`src/rtl/pss_pkg.sv`:
```
// Purpose: constants and types of the status summary block
// Assumes: command codes arrive over the two-wire management bus
// Notes: masks sit at command codes 0x60 above the status bytes
package pss_pkg;
    // Command codes
    localparam logic [7:0] CMD_FALL    = 8'h65;
    localparam logic [7:0] CMD_SBYTE   = 8'h78;
    localparam logic [7:0] CMD_SWORD   = 8'h79;
    localparam logic [7:0] CMD_PG_MASK = 8'hD9;
    localparam int         NSTAT       = 6;
    localparam int         IX_VOUT     = 0;
    localparam int         IX_IOUT     = 1;
    localparam int         IX_INPUT    = 2;
    localparam int         IX_TEMP     = 3;
    localparam int         IX_CML      = 4;
    localparam int         IX_MFR      = 5;
    localparam logic [7:0] STAT_CMD  [NSTAT] = '{8'h7A, 8'h7B, 8'h7C, 8'h7D, 8'h7E, 8'h80};
    localparam logic [7:0] MASK_CMD  [NSTAT] = '{8'hDA, 8'hDB, 8'hDC, 8'hDD, 8'hDE, 8'hE0};
    localparam logic [7:0] STAT_WBIT [NSTAT] = '{8'hFC, 8'hA0, 8'h08, 8'hC0, 8'hF2, 8'h82};
    // Values after reset
    localparam logic [7:0] STAT_RST  [NSTAT] = '{8'h00, 8'h00, 8'h08, 8'h00, 8'h00, 8'h00};
    localparam logic [7:0] MASK_RST        = 8'h00;
    localparam logic       PG_MASK_RST     = 1'b1;
    localparam logic [6:0] FALL_RST        = 7'h00;
    localparam int         PG_BIT          = 3;
    // Fall time buckets: upper bound and time in ms
    localparam int         FALL_N = 14;
    localparam logic [6:0] FALL_BOUND [FALL_N] = '{7'h01, 7'h02, 7'h03, 7'h04, 7'h05, 7'h06,
        7'h09, 7'h0C, 7'h11, 7'h16, 7'h20, 7'h2C, 7'h3E, 7'h56};
    localparam logic [6:0] FALL_TIME  [FALL_N] = '{7'h01, 7'h02, 7'h03, 7'h04, 7'h05, 7'h06,
        7'h07, 7'h0A, 7'h0E, 7'h13, 7'h1B, 7'h25, 7'h34, 7'h48};
    localparam logic [6:0] FALL_MAX_MS = 7'h64;
    localparam logic [6:0] FALL_TOP    = 7'h56;

    // Detailed condition levels from the converter
    typedef struct packed {
        logic ov_fault;
        logic ov_warn;
        logic uv_warn;
        logic uv_fault;
        logic vmax_warn;
        logic turn_on_timeout;
        logic oc_fault;
        logic oc_warn;
        logic vin_above_on;
        logic vin_below_off;
        logic ot_fault;
        logic ot_warn;
        logic pec_err;
        logic mem_err;
        logic oth_err;
        logic int_ot;
        logic vmin_warn;
    } pss_cond_s;

    // Serial slave states
    typedef enum logic [6:0] {
        ST_IDLE     = 7'h01,
        ST_ADDR     = 7'h02,
        ST_ACK_ADDR = 7'h04,
        ST_WR       = 7'h08,
        ST_ACK_WR   = 7'h10,
        ST_RD       = 7'h20,
        ST_ACK_RD   = 7'h40
    } pss_state_e;

    // Mantissa to effective fall time
    function automatic logic [6:0] pss_fall_ms(input logic [6:0] m);
        logic [6:0] r;
        r = FALL_MAX_MS;
        for (int k = FALL_N - 1; k >= 0; k--) begin
            if (m <= FALL_BOUND[k]) r = FALL_TIME[k];
        end
        return r;
    endfunction : pss_fall_ms

    // Command known to this block
    function automatic logic pss_cmd_ok(input logic [7:0] c);
        logic ok;
        ok = (c == CMD_FALL) || (c == CMD_SBYTE) || (c == CMD_SWORD) || (c == CMD_PG_MASK);
        for (int k = 0; k < NSTAT; k++) begin
            if (c == STAT_CMD[k] || c == MASK_CMD[k]) ok = 1'b1;
        end
        return ok;
    endfunction : pss_cmd_ok
endpackage : pss_pkg

```
`src/rtl/pss_w1c_reg.sv`:
```
// Purpose: sticky status bits, set by hardware, cleared by writing one
// Assumes: clear is a single-cycle strobe on core_clk; set follows condition levels
// Notes: a set in the clearing cycle wins
`timescale 1ns/1ps
`default_nettype none
module pss_w1c_reg #(
    parameter int               WIDTH   = 8,
    parameter logic [WIDTH-1:0] RST_VAL = '0
) (
    // Clock and reset
    input  wire logic             core_clk,
    input  wire logic             rst_n,
    // Set and clear strobes
    input  wire logic [WIDTH-1:0] set_v,
    input  wire logic [WIDTH-1:0] clr_v,
    // Held bits
    output logic      [WIDTH-1:0] bits_q
);
    // Set wins over clear
    always_ff @(posedge core_clk) begin
        if (!rst_n) begin
            bits_q <= RST_VAL;
        end else begin
            bits_q <= (bits_q & ~clr_v) | set_v;
        end
    end
endmodule : pss_w1c_reg
`default_nettype wire

```
`src/rtl/pss_top.sv`:
```
// Purpose: status summary, voltage status and fall time over the serial bus
// Assumes: condition inputs come from logic on core_clk
// Notes: SCL and SDA are pins and pass a three-stage synchroniser
`timescale 1ns/1ps
`default_nettype none
module pss_top #(
    parameter logic [6:0] SLAVE_ADDR = 7'h10
) (
    // Clock and reset
    input  wire logic              core_clk,
    input  wire logic              rst_n,
    // Serial bus pins
    input  wire logic              smb_scl,
    input  wire logic              smb_sda_in,
    output logic                   smb_sda_out,
    output logic                   smb_sda_oe,
    output logic                   smb_alert_n,
    // Converter state
    input  wire pss_pkg::pss_cond_s cond,
    input  wire logic              conv_enable,
    // Effective soft-stop fall time in ms
    output logic            [6:0]  fall_ms
);
    import pss_pkg::*;

    //----------------------------------------
    // Pin synchronisers and filtering
    //----------------------------------------
    logic [2:0] scl_s_q;
    logic [2:0] sda_s_q;
    logic       scl_f_q;
    logic       sda_f_q;
    logic       scl_rise;
    logic       scl_fall;
    logic       bus_start;
    logic       bus_stop;

    // Three stages per pin
    always_ff @(posedge core_clk) begin
        if (!rst_n) begin
            scl_s_q <= 3'h7;
            sda_s_q <= 3'h7;
        end else begin
            scl_s_q <= {scl_s_q[1:0], smb_scl};
            sda_s_q <= {sda_s_q[1:0], smb_sda_in};
        end
    end

    // Level taken once stages two and three agree
    always_ff @(posedge core_clk) begin
        if (!rst_n) begin
            scl_f_q <= 1'b1;
            sda_f_q <= 1'b1;
        end else begin
            if (scl_s_q[1] == scl_s_q[2]) scl_f_q <= scl_s_q[2];
            if (sda_s_q[1] == sda_s_q[2]) sda_f_q <= sda_s_q[2];
        end
    end

    // Edges and bus conditions
    always_comb begin
        scl_rise  = (scl_s_q[1] == scl_s_q[2]) && scl_s_q[2] && !scl_f_q;
        scl_fall  = (scl_s_q[1] == scl_s_q[2]) && !scl_s_q[2] && scl_f_q;
        bus_start = (sda_s_q[1] == sda_s_q[2]) && !sda_s_q[2] && sda_f_q && scl_f_q;
        bus_stop  = (sda_s_q[1] == sda_s_q[2]) && sda_s_q[2] && !sda_f_q && scl_f_q;
    end

    //----------------------------------------
    // Serial slave
    //----------------------------------------
    pss_state_e state_q;
    logic [3:0] bit_cnt_q;
    logic [7:0] rx_q;
    logic [7:0] tx_q;
    logic       rw_q;
    logic       nack_q;
    logic       sda_oe_q;
    logic [1:0] rd_idx_q;
    logic [7:0] rd_byte;
    logic       byte_done;

    assign byte_done = (state_q == ST_WR) && scl_fall && (bit_cnt_q == 4'h8)
                       && !bus_start && !bus_stop;

    // Byte framing, acknowledge and read shifting
    always_ff @(posedge core_clk) begin
        if (!rst_n) begin
            state_q   <= ST_IDLE;
            bit_cnt_q <= 4'h0;
            rx_q      <= 8'h00;
            tx_q      <= 8'hFF;
            rw_q      <= 1'b0;
            nack_q    <= 1'b0;
            sda_oe_q  <= 1'b0;
            rd_idx_q  <= 2'h0;
        end else if (bus_start) begin
            state_q   <= ST_ADDR;
            bit_cnt_q <= 4'h0;
            sda_oe_q  <= 1'b0;
            rd_idx_q  <= 2'h0;
        end else if (bus_stop) begin
            state_q  <= ST_IDLE;
            sda_oe_q <= 1'b0;
        end else begin
            case (state_q)
                ST_ADDR, ST_WR: begin
                    if (scl_rise) begin
                        rx_q      <= {rx_q[6:0], sda_f_q};
                        bit_cnt_q <= bit_cnt_q + 4'h1;
                    end else if (scl_fall && bit_cnt_q == 4'h8) begin
                        if (state_q == ST_WR) begin
                            sda_oe_q <= 1'b1;
                            state_q  <= ST_ACK_WR;
                        end else if (rx_q[7:1] == SLAVE_ADDR) begin
                            rw_q     <= rx_q[0];
                            sda_oe_q <= 1'b1;
                            state_q  <= ST_ACK_ADDR;
                        end else begin
                            state_q <= ST_IDLE;
                        end
                    end
                end
                ST_ACK_ADDR, ST_ACK_WR: begin
                    if (scl_fall) begin
                        bit_cnt_q <= 4'h0;
                        if (state_q == ST_ACK_ADDR && rw_q) begin
                            tx_q     <= rd_byte;
                            sda_oe_q <= ~rd_byte[7];
                            rd_idx_q <= 2'h1;
                            state_q  <= ST_RD;
                        end else begin
                            sda_oe_q <= 1'b0;
                            state_q  <= ST_WR;
                        end
                    end
                end
                ST_RD: begin
                    if (scl_rise) begin
                        bit_cnt_q <= bit_cnt_q + 4'h1;
                    end else if (scl_fall && bit_cnt_q == 4'h8) begin
                        sda_oe_q <= 1'b0;
                        state_q  <= ST_ACK_RD;
                    end else if (scl_fall && bit_cnt_q != 4'h0) begin
                        tx_q     <= {tx_q[6:0], 1'b1};
                        sda_oe_q <= ~tx_q[6];
                    end
                end
                ST_ACK_RD: begin
                    if (scl_rise) begin
                        nack_q <= sda_f_q;
                    end else if (scl_fall && nack_q) begin
                        state_q <= ST_IDLE;
                    end else if (scl_fall) begin
                        tx_q      <= rd_byte;
                        sda_oe_q  <= ~rd_byte[7];
                        bit_cnt_q <= 4'h0;
                        if (rd_idx_q != 2'h3) rd_idx_q <= rd_idx_q + 2'h1;
                        state_q   <= ST_RD;
                    end
                end
                default: state_q <= ST_IDLE;
            endcase
        end
    end

    //----------------------------------------
    // Write capture and decode
    //----------------------------------------
    logic [7:0]  cmd_q;
    logic [15:0] data_q;
    logic [2:0]  nbytes_q;
    logic        wr_pend_q;
    logic        commit;
    logic        wr_byte_ok;
    logic        wr_word_ok;
    logic        ivc_evt;
    logic        ivd_evt;

    // Command then data bytes, low byte first
    always_ff @(posedge core_clk) begin
        if (!rst_n) begin
            cmd_q     <= 8'h00;
            data_q    <= 16'h0000;
            nbytes_q  <= 3'h0;
            wr_pend_q <= 1'b0;
        end else if (bus_start || bus_stop) begin
            nbytes_q  <= 3'h0;
            wr_pend_q <= 1'b0;
        end else if (byte_done) begin
            if (nbytes_q == 3'h0) cmd_q <= rx_q;
            else if (nbytes_q == 3'h1) data_q[7:0] <= rx_q;
            else data_q[15:8] <= rx_q;
            if (nbytes_q != 3'h7) nbytes_q <= nbytes_q + 3'h1;
            if (nbytes_q != 3'h0) wr_pend_q <= 1'b1;
        end
    end

    // Writes act when the frame ends
    always_comb begin
        commit     = (bus_start || bus_stop) && wr_pend_q;
        wr_byte_ok = commit && (nbytes_q == 3'h2) && (cmd_q != CMD_FALL);
        wr_word_ok = commit && (nbytes_q == 3'h3) && (cmd_q == CMD_FALL)
                     && (data_q[15:7] == 9'h000);
        ivc_evt    = byte_done && (nbytes_q == 3'h0) && !pss_cmd_ok(rx_q);
        ivd_evt    = commit && pss_cmd_ok(cmd_q) && !wr_byte_ok && !wr_word_ok
                     && (cmd_q != CMD_SBYTE) && (cmd_q != CMD_SWORD);
    end

    //----------------------------------------
    // Detailed status bytes
    //----------------------------------------
    logic [7:0] set_v  [NSTAT];
    logic [7:0] clr_v  [NSTAT];
    logic [7:0] stat_q [NSTAT];
    logic       vin_seen_q;

    // Input seen above turn-on once
    always_ff @(posedge core_clk) begin
        if (!rst_n) vin_seen_q <= 1'b0;
        else if (cond.vin_above_on) vin_seen_q <= 1'b1;
    end

    // Hardware set sources per byte
    always_comb begin
        set_v[IX_VOUT]  = {cond.ov_fault, cond.ov_warn, cond.uv_warn, cond.uv_fault,
                           cond.vmax_warn, cond.turn_on_timeout, 2'b00};
        set_v[IX_IOUT]  = {cond.oc_fault, 1'b0, cond.oc_warn, 5'h00};
        set_v[IX_INPUT] = {4'h0, vin_seen_q && cond.vin_below_off, 3'h0};
        set_v[IX_TEMP]  = {cond.ot_fault, cond.ot_warn, 6'h00};
        set_v[IX_CML]   = {ivc_evt, ivd_evt, cond.pec_err, cond.mem_err, 2'b00,
                           cond.oth_err, 1'b0};
        set_v[IX_MFR]   = {cond.int_ot, 5'h00, cond.vmin_warn, 1'b0};
        for (int i = 0; i < NSTAT; i++) begin
            clr_v[i] = (wr_byte_ok && cmd_q == STAT_CMD[i]) ? (data_q[7:0] & STAT_WBIT[i]) : 8'h00;
        end
        if (!vin_seen_q && cond.vin_above_on) clr_v[IX_INPUT][3] = 1'b1;
    end

    // One sticky byte per status register
    for (genvar g = 0; g < NSTAT; g++) begin : g_stat
        pss_w1c_reg #(
            .WIDTH   (8),
            .RST_VAL (STAT_RST[g])
        ) u_stat (
            .core_clk (core_clk),
            .rst_n    (rst_n),
            .set_v    (set_v[g]),
            .clr_v    (clr_v[g]),
            .bits_q   (stat_q[g])
        );
    end

    //----------------------------------------
    // Alert masks and fall time setting
    //----------------------------------------
    logic [7:0] mask_q [NSTAT];
    logic       pg_mask_q;
    logic [6:0] fall_m_q;
    logic [6:0] fall_ms_q;

    // Mask bytes written at their own codes
    always_ff @(posedge core_clk) begin
        if (!rst_n) begin
            for (int i = 0; i < NSTAT; i++) mask_q[i] <= MASK_RST;
            pg_mask_q <= PG_MASK_RST;
        end else begin
            for (int i = 0; i < NSTAT; i++) begin
                if (wr_byte_ok && cmd_q == MASK_CMD[i]) mask_q[i] <= data_q[7:0] & STAT_WBIT[i];
            end
            if (wr_byte_ok && cmd_q == CMD_PG_MASK) pg_mask_q <= data_q[PG_BIT];
        end
    end

    // Fall mantissa and its bucketed time
    always_ff @(posedge core_clk) begin
        if (!rst_n) begin
            fall_m_q  <= FALL_RST;
            fall_ms_q <= pss_fall_ms(FALL_RST);
        end else begin
            if (wr_word_ok) fall_m_q <= data_q[6:0];
            fall_ms_q <= pss_fall_ms(fall_m_q);
        end
    end

    //----------------------------------------
    // Summaries, read data and alert
    //----------------------------------------
    logic [7:0] sbyte;
    logic [7:0] sword_hi;
    logic       pg_n;
    logic       alert_act;
    logic       alert_n_q;

    // Summary byte and status word high byte
    always_comb begin
        pg_n = cond.ov_fault || cond.ov_warn || cond.uv_warn || cond.uv_fault
               || cond.turn_on_timeout || cond.ot_fault || cond.ot_warn || cond.oc_fault
               || cond.oc_warn || !vin_seen_q || cond.vin_below_off;
        sbyte = {1'b0,
                 !conv_enable,
                 stat_q[IX_VOUT][7],
                 stat_q[IX_IOUT][7],
                 1'b0,
                 |stat_q[IX_TEMP][7:6],
                 |(stat_q[IX_CML] & STAT_WBIT[IX_CML]),
                 (|stat_q[IX_VOUT][6:2]) || stat_q[IX_IOUT][5] || stat_q[IX_INPUT][3]};
        sword_hi = {|stat_q[IX_VOUT][7:2],
                    stat_q[IX_IOUT][7] || stat_q[IX_IOUT][5],
                    |stat_q[IX_INPUT],
                    |stat_q[IX_MFR],
                    pg_n, 3'h0};
    end

    // Read data by command and byte index
    always_comb begin
        rd_byte = 8'hFF;
        case (cmd_q)
            CMD_SBYTE:   rd_byte = sbyte;
            CMD_SWORD:   rd_byte = (rd_idx_q == 2'h0) ? sbyte : sword_hi;
            CMD_FALL:    rd_byte = (rd_idx_q == 2'h0) ? {1'b0, fall_m_q} : 8'h00;
            CMD_PG_MASK: rd_byte = {4'h0, pg_mask_q, 3'h0};
            default: begin
                for (int i = 0; i < NSTAT; i++) begin
                    if (cmd_q == STAT_CMD[i]) rd_byte = stat_q[i] & STAT_WBIT[i];
                    if (cmd_q == MASK_CMD[i]) rd_byte = mask_q[i];
                end
            end
        endcase
    end

    // Any unmasked detailed bit asserts the alert, except input bit 3 alone before the input is first seen above turn-on
    always_comb begin
        alert_act = pg_n && !pg_mask_q;
        for (int i = 0; i < NSTAT; i++) begin
            if ((stat_q[i] & ~mask_q[i] & STAT_WBIT[i]) != 8'h00) alert_act = 1'b1;
        end
        if (!vin_seen_q && (stat_q[IX_INPUT] & ~mask_q[IX_INPUT] & ~STAT_WBIT[IX_INPUT]) == 8'h00
            && stat_q[IX_VOUT] == 8'h00 && stat_q[IX_IOUT] == 8'h00 && stat_q[IX_TEMP] == 8'h00
            && stat_q[IX_CML] == 8'h00 && stat_q[IX_MFR] == 8'h00 && !(pg_n && !pg_mask_q))
            alert_act = 1'b0;
    end

    // Registered pin and alert drivers
    always_ff @(posedge core_clk) begin
        if (!rst_n) begin
            alert_n_q    <= 1'b1;
        end else begin
            alert_n_q    <= !alert_act;
        end
    end

    assign smb_sda_out = 1'b0;
    assign smb_sda_oe  = sda_oe_q;
    assign smb_alert_n = alert_n_q;
    assign fall_ms     = fall_ms_q;
endmodule : pss_top
`default_nettype wire

```
`config.mk`:
```
export PLATFORM = sky130hd
export DESIGN_NAME = pss_top
export DESIGN_NICKNAME = d
export VERILOG_FILES = /design/src/rtl/pss_pkg.sv /design/src/rtl/pss_w1c_reg.sv /design/src/rtl/pss_top.sv
export SDC_FILE = /design/constraint.sdc
export NUM_CORES = 1
export LEC_CHECK = 0
export BUFFER_PORTS_ARGS = -buffer_cell sky130_fd_sc_hd__clkbuf_2
export CORE_ASPECT_RATIO = 2
export CORE_MARGIN = 3
export CORE_UTILIZATION = 40
export DETAILED_ROUTE_END_ITERATION = 8
export SLEW_MARGIN = 20
export SYNTH_ARGS = -nofsm -noshare
export SYNTH_HDL_FRONTEND = slang
export SYNTH_HIERARCHICAL = 1
export SYNTH_SLANG_ARGS = --single-unit
```
`constraint.sdc`:
```
create_clock -name core_clk -period 3.2 [get_ports core_clk]
set_clock_uncertainty 0.15 [all_clocks]
set_input_delay 0.16 -clock core_clk [delete_from_list [all_inputs] [get_ports core_clk]]
set_output_delay 0.16 -clock core_clk [all_outputs]
set_load 0.02 [all_outputs]
```
=== After elaboration in Yosys (flattened, before gate mapping) ===
Memories as Yosys holds them, arrays and structs flattened.
Cells that the tools add are included.

* Bitwise logic cells: 46
* Muxes and demuxes: 127
* Add/sub/neg operators: 3
* Magnitude comparators: 14
* Reductions and logical operators: 152
* Equal/unequal tests: 73

{| class="wikitable"
|+ Operator list
! cell !! number
|-
| two-way mux 7 bit || 23
|-
| two-way mux 8 bit || 18
|-
| equality test 8 x 7 -> 1 bit, second input constant || 16
|-
| equality test 8 bit, second input constant || 16
|-
| bitwise AND 8 bit || 12
|-
| NOT 8 bit || 11
|-
| logical AND 1 bit || 54
|-
| two-way mux 1 bit || 51
|-
| logical NOT 8 bit || 6
|-
| OR 8 bit || 5
|-
| nonzero test 8 bit || 5
|-
| logical OR 1 bit || 32
|-
| one-hot mux 8 bit (4 select lines) || 1
|-
| two-way mux 4 bit || 7
|-
| one-hot mux 7 bit (4 select lines) || 1
|-
| != test 2 bit, second input constant || 13
|-
| two-way mux 6 bit || 4
|-
| != test 4 bit, second input constant || 6
|-
| != test 8 x 7 -> 1 bit, second input constant || 3
|-
| OR reduction 8 bit || 3
|-
| less-or-equal comparator 7 x 3 -> 1 bit, second input constant || 3
|-
| less-or-equal comparator 7 x 6 -> 1 bit, second input constant || 3
|-
| one-hot mux 7 bit (3 select lines) || 1
|-
| AND reduction 7 bit || 3
|-
| other kinds (53) || 118
|}

* Bits in writable memories: 42
* Bits in registers: 132
* Memories kept: 1

{| class="wikitable"
|+ Memories
! memory !! depth !! width !! rd ports !! clocked after memory_dff !! write ports !! RTL line !! text
|-
| mask_q || 6 || 7 || 6 || 0 || 6 || pss_top.sv:256 || <nowiki>logic [7:0] mask_q [NSTAT];</nowiki>
|}

=== Longest topological paths before layout ===
* Depth after elaboration: 19
* Mapped depth: 10
* Mapped depth without buffers: 9

=== By module ===
Netlist, hierarchy kept.

{| class="wikitable"
|+ Modules (own cells, without submodules)
! module !! cells an instance !! instances !! area an instance (sq um)
|-
| pss_top || 719 || 1 || 6012.0
|-
| pss_w1c_reg (g_stat[0].u_stat ...) || 25 || 5 || 337.8
|-
| pss_w1c_reg (g_stat[2].u_stat) || 25 || 1 || 330.3
|}

=== Least setup slack after synthesis ===
OpenSTA, ideal clock, no wires.

* Path type: reg-to-reg
* From: register cmd_q[5]
* To: memory mask_q[0][1] in the netlist's numbering, enable pin
* Library setup time: 0.377 ns
* Cell stages (with the launch flop): 7
* Slack: 0.476 ns
* Period minus slack after synthesis: 2.724 ns
* Data arrival time: 2.197 ns
* Cell sequence: dfxtp_1 -> clkbuf_1 -> and4bb_2 -> and3_1 -> or4b_1 -> clkbuf_1 -> o21ai_0

{| class="wikitable"
|+ RTL lines
! what !! RTL line !! text
|-
| start, declared || pss_top.sv:169 || <nowiki>logic [7:0] cmd_q;</nowiki>
|-
| start signal, assigned || pss_top.sv:190 || <nowiki>if (nbytes_q == 3'h0) cmd_q <= rx_q;</nowiki>
|-
| end, declared || pss_top.sv:256 ||
|}

=== Worst setup path after layout ===
* From: register nbytes_q[0]
* To: register fall_m_q[4]

* Longest elaborated chain between the ends: 4

{| class="wikitable"
|+ Ends and longest elaborated chain
! what !! RTL line !! text
|-
| start, declared || pss_top.sv:171 || <nowiki>logic [2:0] nbytes_q;</nowiki>
|-
| start signal, assigned || pss_top.sv:193 || <nowiki>if (nbytes_q != 3'h7) nbytes_q <= nbytes_q + 3'h1;</nowiki>
|-
| equality test 3 x 2 -> 1 bit || pss_top.sv:202 || <nowiki>wr_word_ok = commit && (nbytes_q == 3'h3) && (cmd_q == CMD_FALL)</nowiki>
|-
| logical AND 1 bit (2 in series) || pss_top.sv:202 ||
|-
| logical AND 1 bit || pss_top.sv:203 || <nowiki>&& (data_q[15:7] == 9'h000);</nowiki>
|-
| end signal, assigned || pss_top.sv:280 || <nowiki>if (wr_word_ok) fall_m_q <= data_q[6:0];</nowiki>
|-
| end, declared || pss_top.sv:258 || <nowiki>logic [6:0] fall_m_q;</nowiki>
|}

Every way passes these cells.
A chain may end at the register's enable or synchronous reset.

==> impl_metrics.yaml <==
placement:
  portBuffers: 30
  dp_slack_ns: 0.374
  gp_congestion: 1.03
  hpwlAfterDp_mm: 18.1
yosys:
  synth_compound_area_share_pct: 16.9
  synth_xor_area_share_pct: 0.545
  synth_top_area_share_pct: 32.9
  synth_area_sq_um: 8030
  syn_area_per_cell_sq_um: 9.24
  synth_common_cells: "dfxtp_1 (132), nor2_1 (100), nand2_1 (52), o21a_1 (48), nor2b_4 (47)"
  synth_most_common_cell: "dfxtp_1"
  synth_cells: 869
  synthAdderAreaFrac_pct: 2.18
  synth_edf_count: 18
  yosys_register_bits: 150
  synth_top_family_by_area: "simple AND/OR/NAND/NOR gates"
  postSynth.asyncResetShare_pct: 0
  synth-main-ff-cell: "dfxtp_1"
  yosysTopAreaCell: "dfxtp_1"
  synthMuxAreaShare_pct: 5.76
  synth.distinct_cells: 84
  synth.area.top_cells: "dfxtp_1 (33%), nor2b_4 (8.1%), edfxtp_1 (6.7%)"
  yosys_warnings: 6
  ys_seq_area_share_pct: 39.6
  yosys.area_share.simple_pct: 30.3
setup_path:
  cp_cell_sequence: "ha_1 -> ha_1 -> or4b_2 -> nor3_1 -> nand3_1 -> nor2_2 -> mux2i_1 -> nor2_1"
  crit_type: "flip-flop to flip-flop"
  critPathRequiredTime_ns: 3.33
  critPathTopFamily: "simple AND/OR/NAND/NOR gates"
  critical_path_arrival_ns: 2.99
  end_kind: "flip-flop"
  cp_slowest_cell: "or4b_2"
  path_max_fanout: 7
  cp_common_cell: "ha_1"
  start_kind: "flip-flop"
  cp.buffers_inverters: 0
  cpPeakStageDelay_ns: 0.59
clock_network:
  htreeDepth: 4
  cts_buffers: 17
  clock-sinks: 150
  cts_max_path_buffers: 2
  cts_tree: "done"
  insertion_delay_ns: 0.42
  cts_root_buf: "clkbuf_16"
  ctsResizeCount: 0
  clk_pin_slew_ns: 0.06
  cts_setup_buffers: 0
power:
  p_total_mw: 4.17
  p_clk_share_pct: 45.9
  power_switching_mw: 1.00
  combPwrFrac_pct: 5.9
  vdd_drop_max_v: 0.000310
  p_sw_share_pct: 24.1
  p_int_mw: 3.17
  power_density_nw_per_um2: 442
  seq_power_share_pct: 48.2
  power.leakage_nw: 3.82
global_routing:
  antenna_found_initial: 0
  grt-ovfl-total: 0
  track_usage_pct: 22.2
  grt_pass1_vias: 6803
  grt_max_degree: 31
  grt_first_pass_wirelength_mm: 37.1
route:
  final_antenna_net_count: 0
  viasPerCell: 5.48
  drc_errors: 0
  first_iter_violations: 335
  routedWlPerCell_um: 19.0
  firstDrtPassIters: 6
  wl_mm: 23.6
  num_vias: 6812
die:
  start_util_pct: 41.1
  die-area_sq_um: 21900
  fp.dieH_um: 206
  io_pins: 32
  die_w_um: 106
  core_area_sq_um: 19500
  num_rows: 72
outcome:
  status: "finished, final reports clean"
sta:
  drv_slew: 0
  fmax_ghz: 0.350
  finalSetupViolCount: 0
  final_hold_viol_count: 0
  rsz0062_at_grt: "false"
  fin_crit_sh_pct: 89.4
  fin_ws_ns: 0.341
  max_slew_margin_pct: 37.9
  setup_tns_ns: 0
  worstMarginPinSlew_ns: 0.908
  fin_crit_ns: 2.86
final_layout:
  drive_gt1_share_pct: 15.5
  diodes: 0
  nNetsFinal: 1007
  syn_to_final_growth_pct: 17.4
hold_path:
  hold_class: "flip-flop to flip-flop"
flow_run:
  cap_violations: 0
-- per-stage QoR --
stage,area (sq um),hold slack [ns],utilization (%),std cells
floorplan,8260,0.111,-,929
global placement,8680,0.213,44.4,1191
detailed placement,8680,0.217,44.4,1191
CTS,9430,0.272,48.3,1243
global route,9430,0.291,48.3,1243
finish,9430,0.268,48.3,1243
-- worst paths after layout --
check / from / endpoint / slack, ns / depth (start not counted)
worst min register to register: scl_s_q[0] / scl_s_q[1] / 0.27 / 1
worst max register to register: nbytes_q[0] / fall_m_q[4] / 0.34 / 8
worst min-delay path: scl_s_q[0] / scl_s_q[1] / 0.27 / 1
worst max-delay path: nbytes_q[0] / fall_m_q[4] / 0.34 / 8
-- layout by cell type, fill, tap and decap left out, types with 20 or more instances in the layout --
cell type	count
nor4_1	22
o21ai_0	29
nand3_1	23
nand2_1	52
nor2_1	100
dlygate4sd3_1	20
conb_1	61
o21a_1	48
buf_4	25
mux2i_1	44
inv_1	34
nor2b_4	47
clkbuf_2	30
and3_1	29
dfxtp_1	132
a21oi_1	23
-- final cells by class --
cell class | instances | area, sq um
clock buffer | 18 | 429
clock inverter | 14 | 126
fill | 1965 | 10100
inverter | 34 | 128
multi-input combinational | 693 | 4700
sequential | 150 | 3180
tap | 259 | 324
timing repair buffer | 75 | 538
-- sequential cells by signal, summed over array words and instances (netlist names), 4 cells and up --
| signal | count |
|---|---|
| rx_q | 8 |
| fall_ms | 7 |
| g_stat.u_stat/bits_q | 48 |
| tx_q | 7 |
| data_q | 16 |
| state_q | 7 |
| fall_m_q | 7 |
| bit_cnt_q | 4 |
| mask_q | 18 |
| cmd_q | 8 |
-- worst reg2reg max path, cell delays in order (launching register included) --
cell	delay, ns
dfxtp_1	0.40
ha_1	0.21
ha_1	0.15
or4b_2	0.59
nor3_1	0.31
nand3_1	0.16
nor2_2	0.44
mux2i_1	0.25
nor2_1	0.06
-- kinds of logic (layout without fill, tap and decap cells) --
kind of cell             Yosys count  after routing
AND/OR/NAND/NOR                  379            379
AO/OA/AOI/OAI                    188            188
flip-flops                       150            150
buffers and inverters             86            141
multiplexers                      46             46
adder cells (fa/ha/maj)           14             14
XOR/XNOR                           5              5
other                              1             61
-- per-layer routing --
metal | up-vias | global-route usage [%] | part of all wire (%) | routed length, um
met1 | 3271 | 20.3 | 34 | 8000
li1 | 3270 | - | - | -
met2 | 184 | 42.6 | 55 | 13100
met4 | 0 | 16.9 | 7.9 | 1860
met5 | - | 0 | 0 | 0
met3 | 87 | 3.75 | 3.0 | 697
-- power groups by stage --
stage / clock network (mW) / logic (mW) / registers, mW
final: 1.91 / 0.246 / 2.01
after global routing: 2.03 / 0.272 / 2.01
after CTS: 1.96 / 0.247 / 2.01
after detailed placement: 0 / 0.227 / 2.05
after global placement: 0 / 0.224 / 2.05
after floorplan: 0 / 0.177 / 2.03
-- repair_timing --
item                                   CTS  global route
hold buffers                            20             0
setup endpoints to repair                0             0
endpoints found under the hold margin   21             0
No activity file was read; power rests on OpenSTA's default activity.
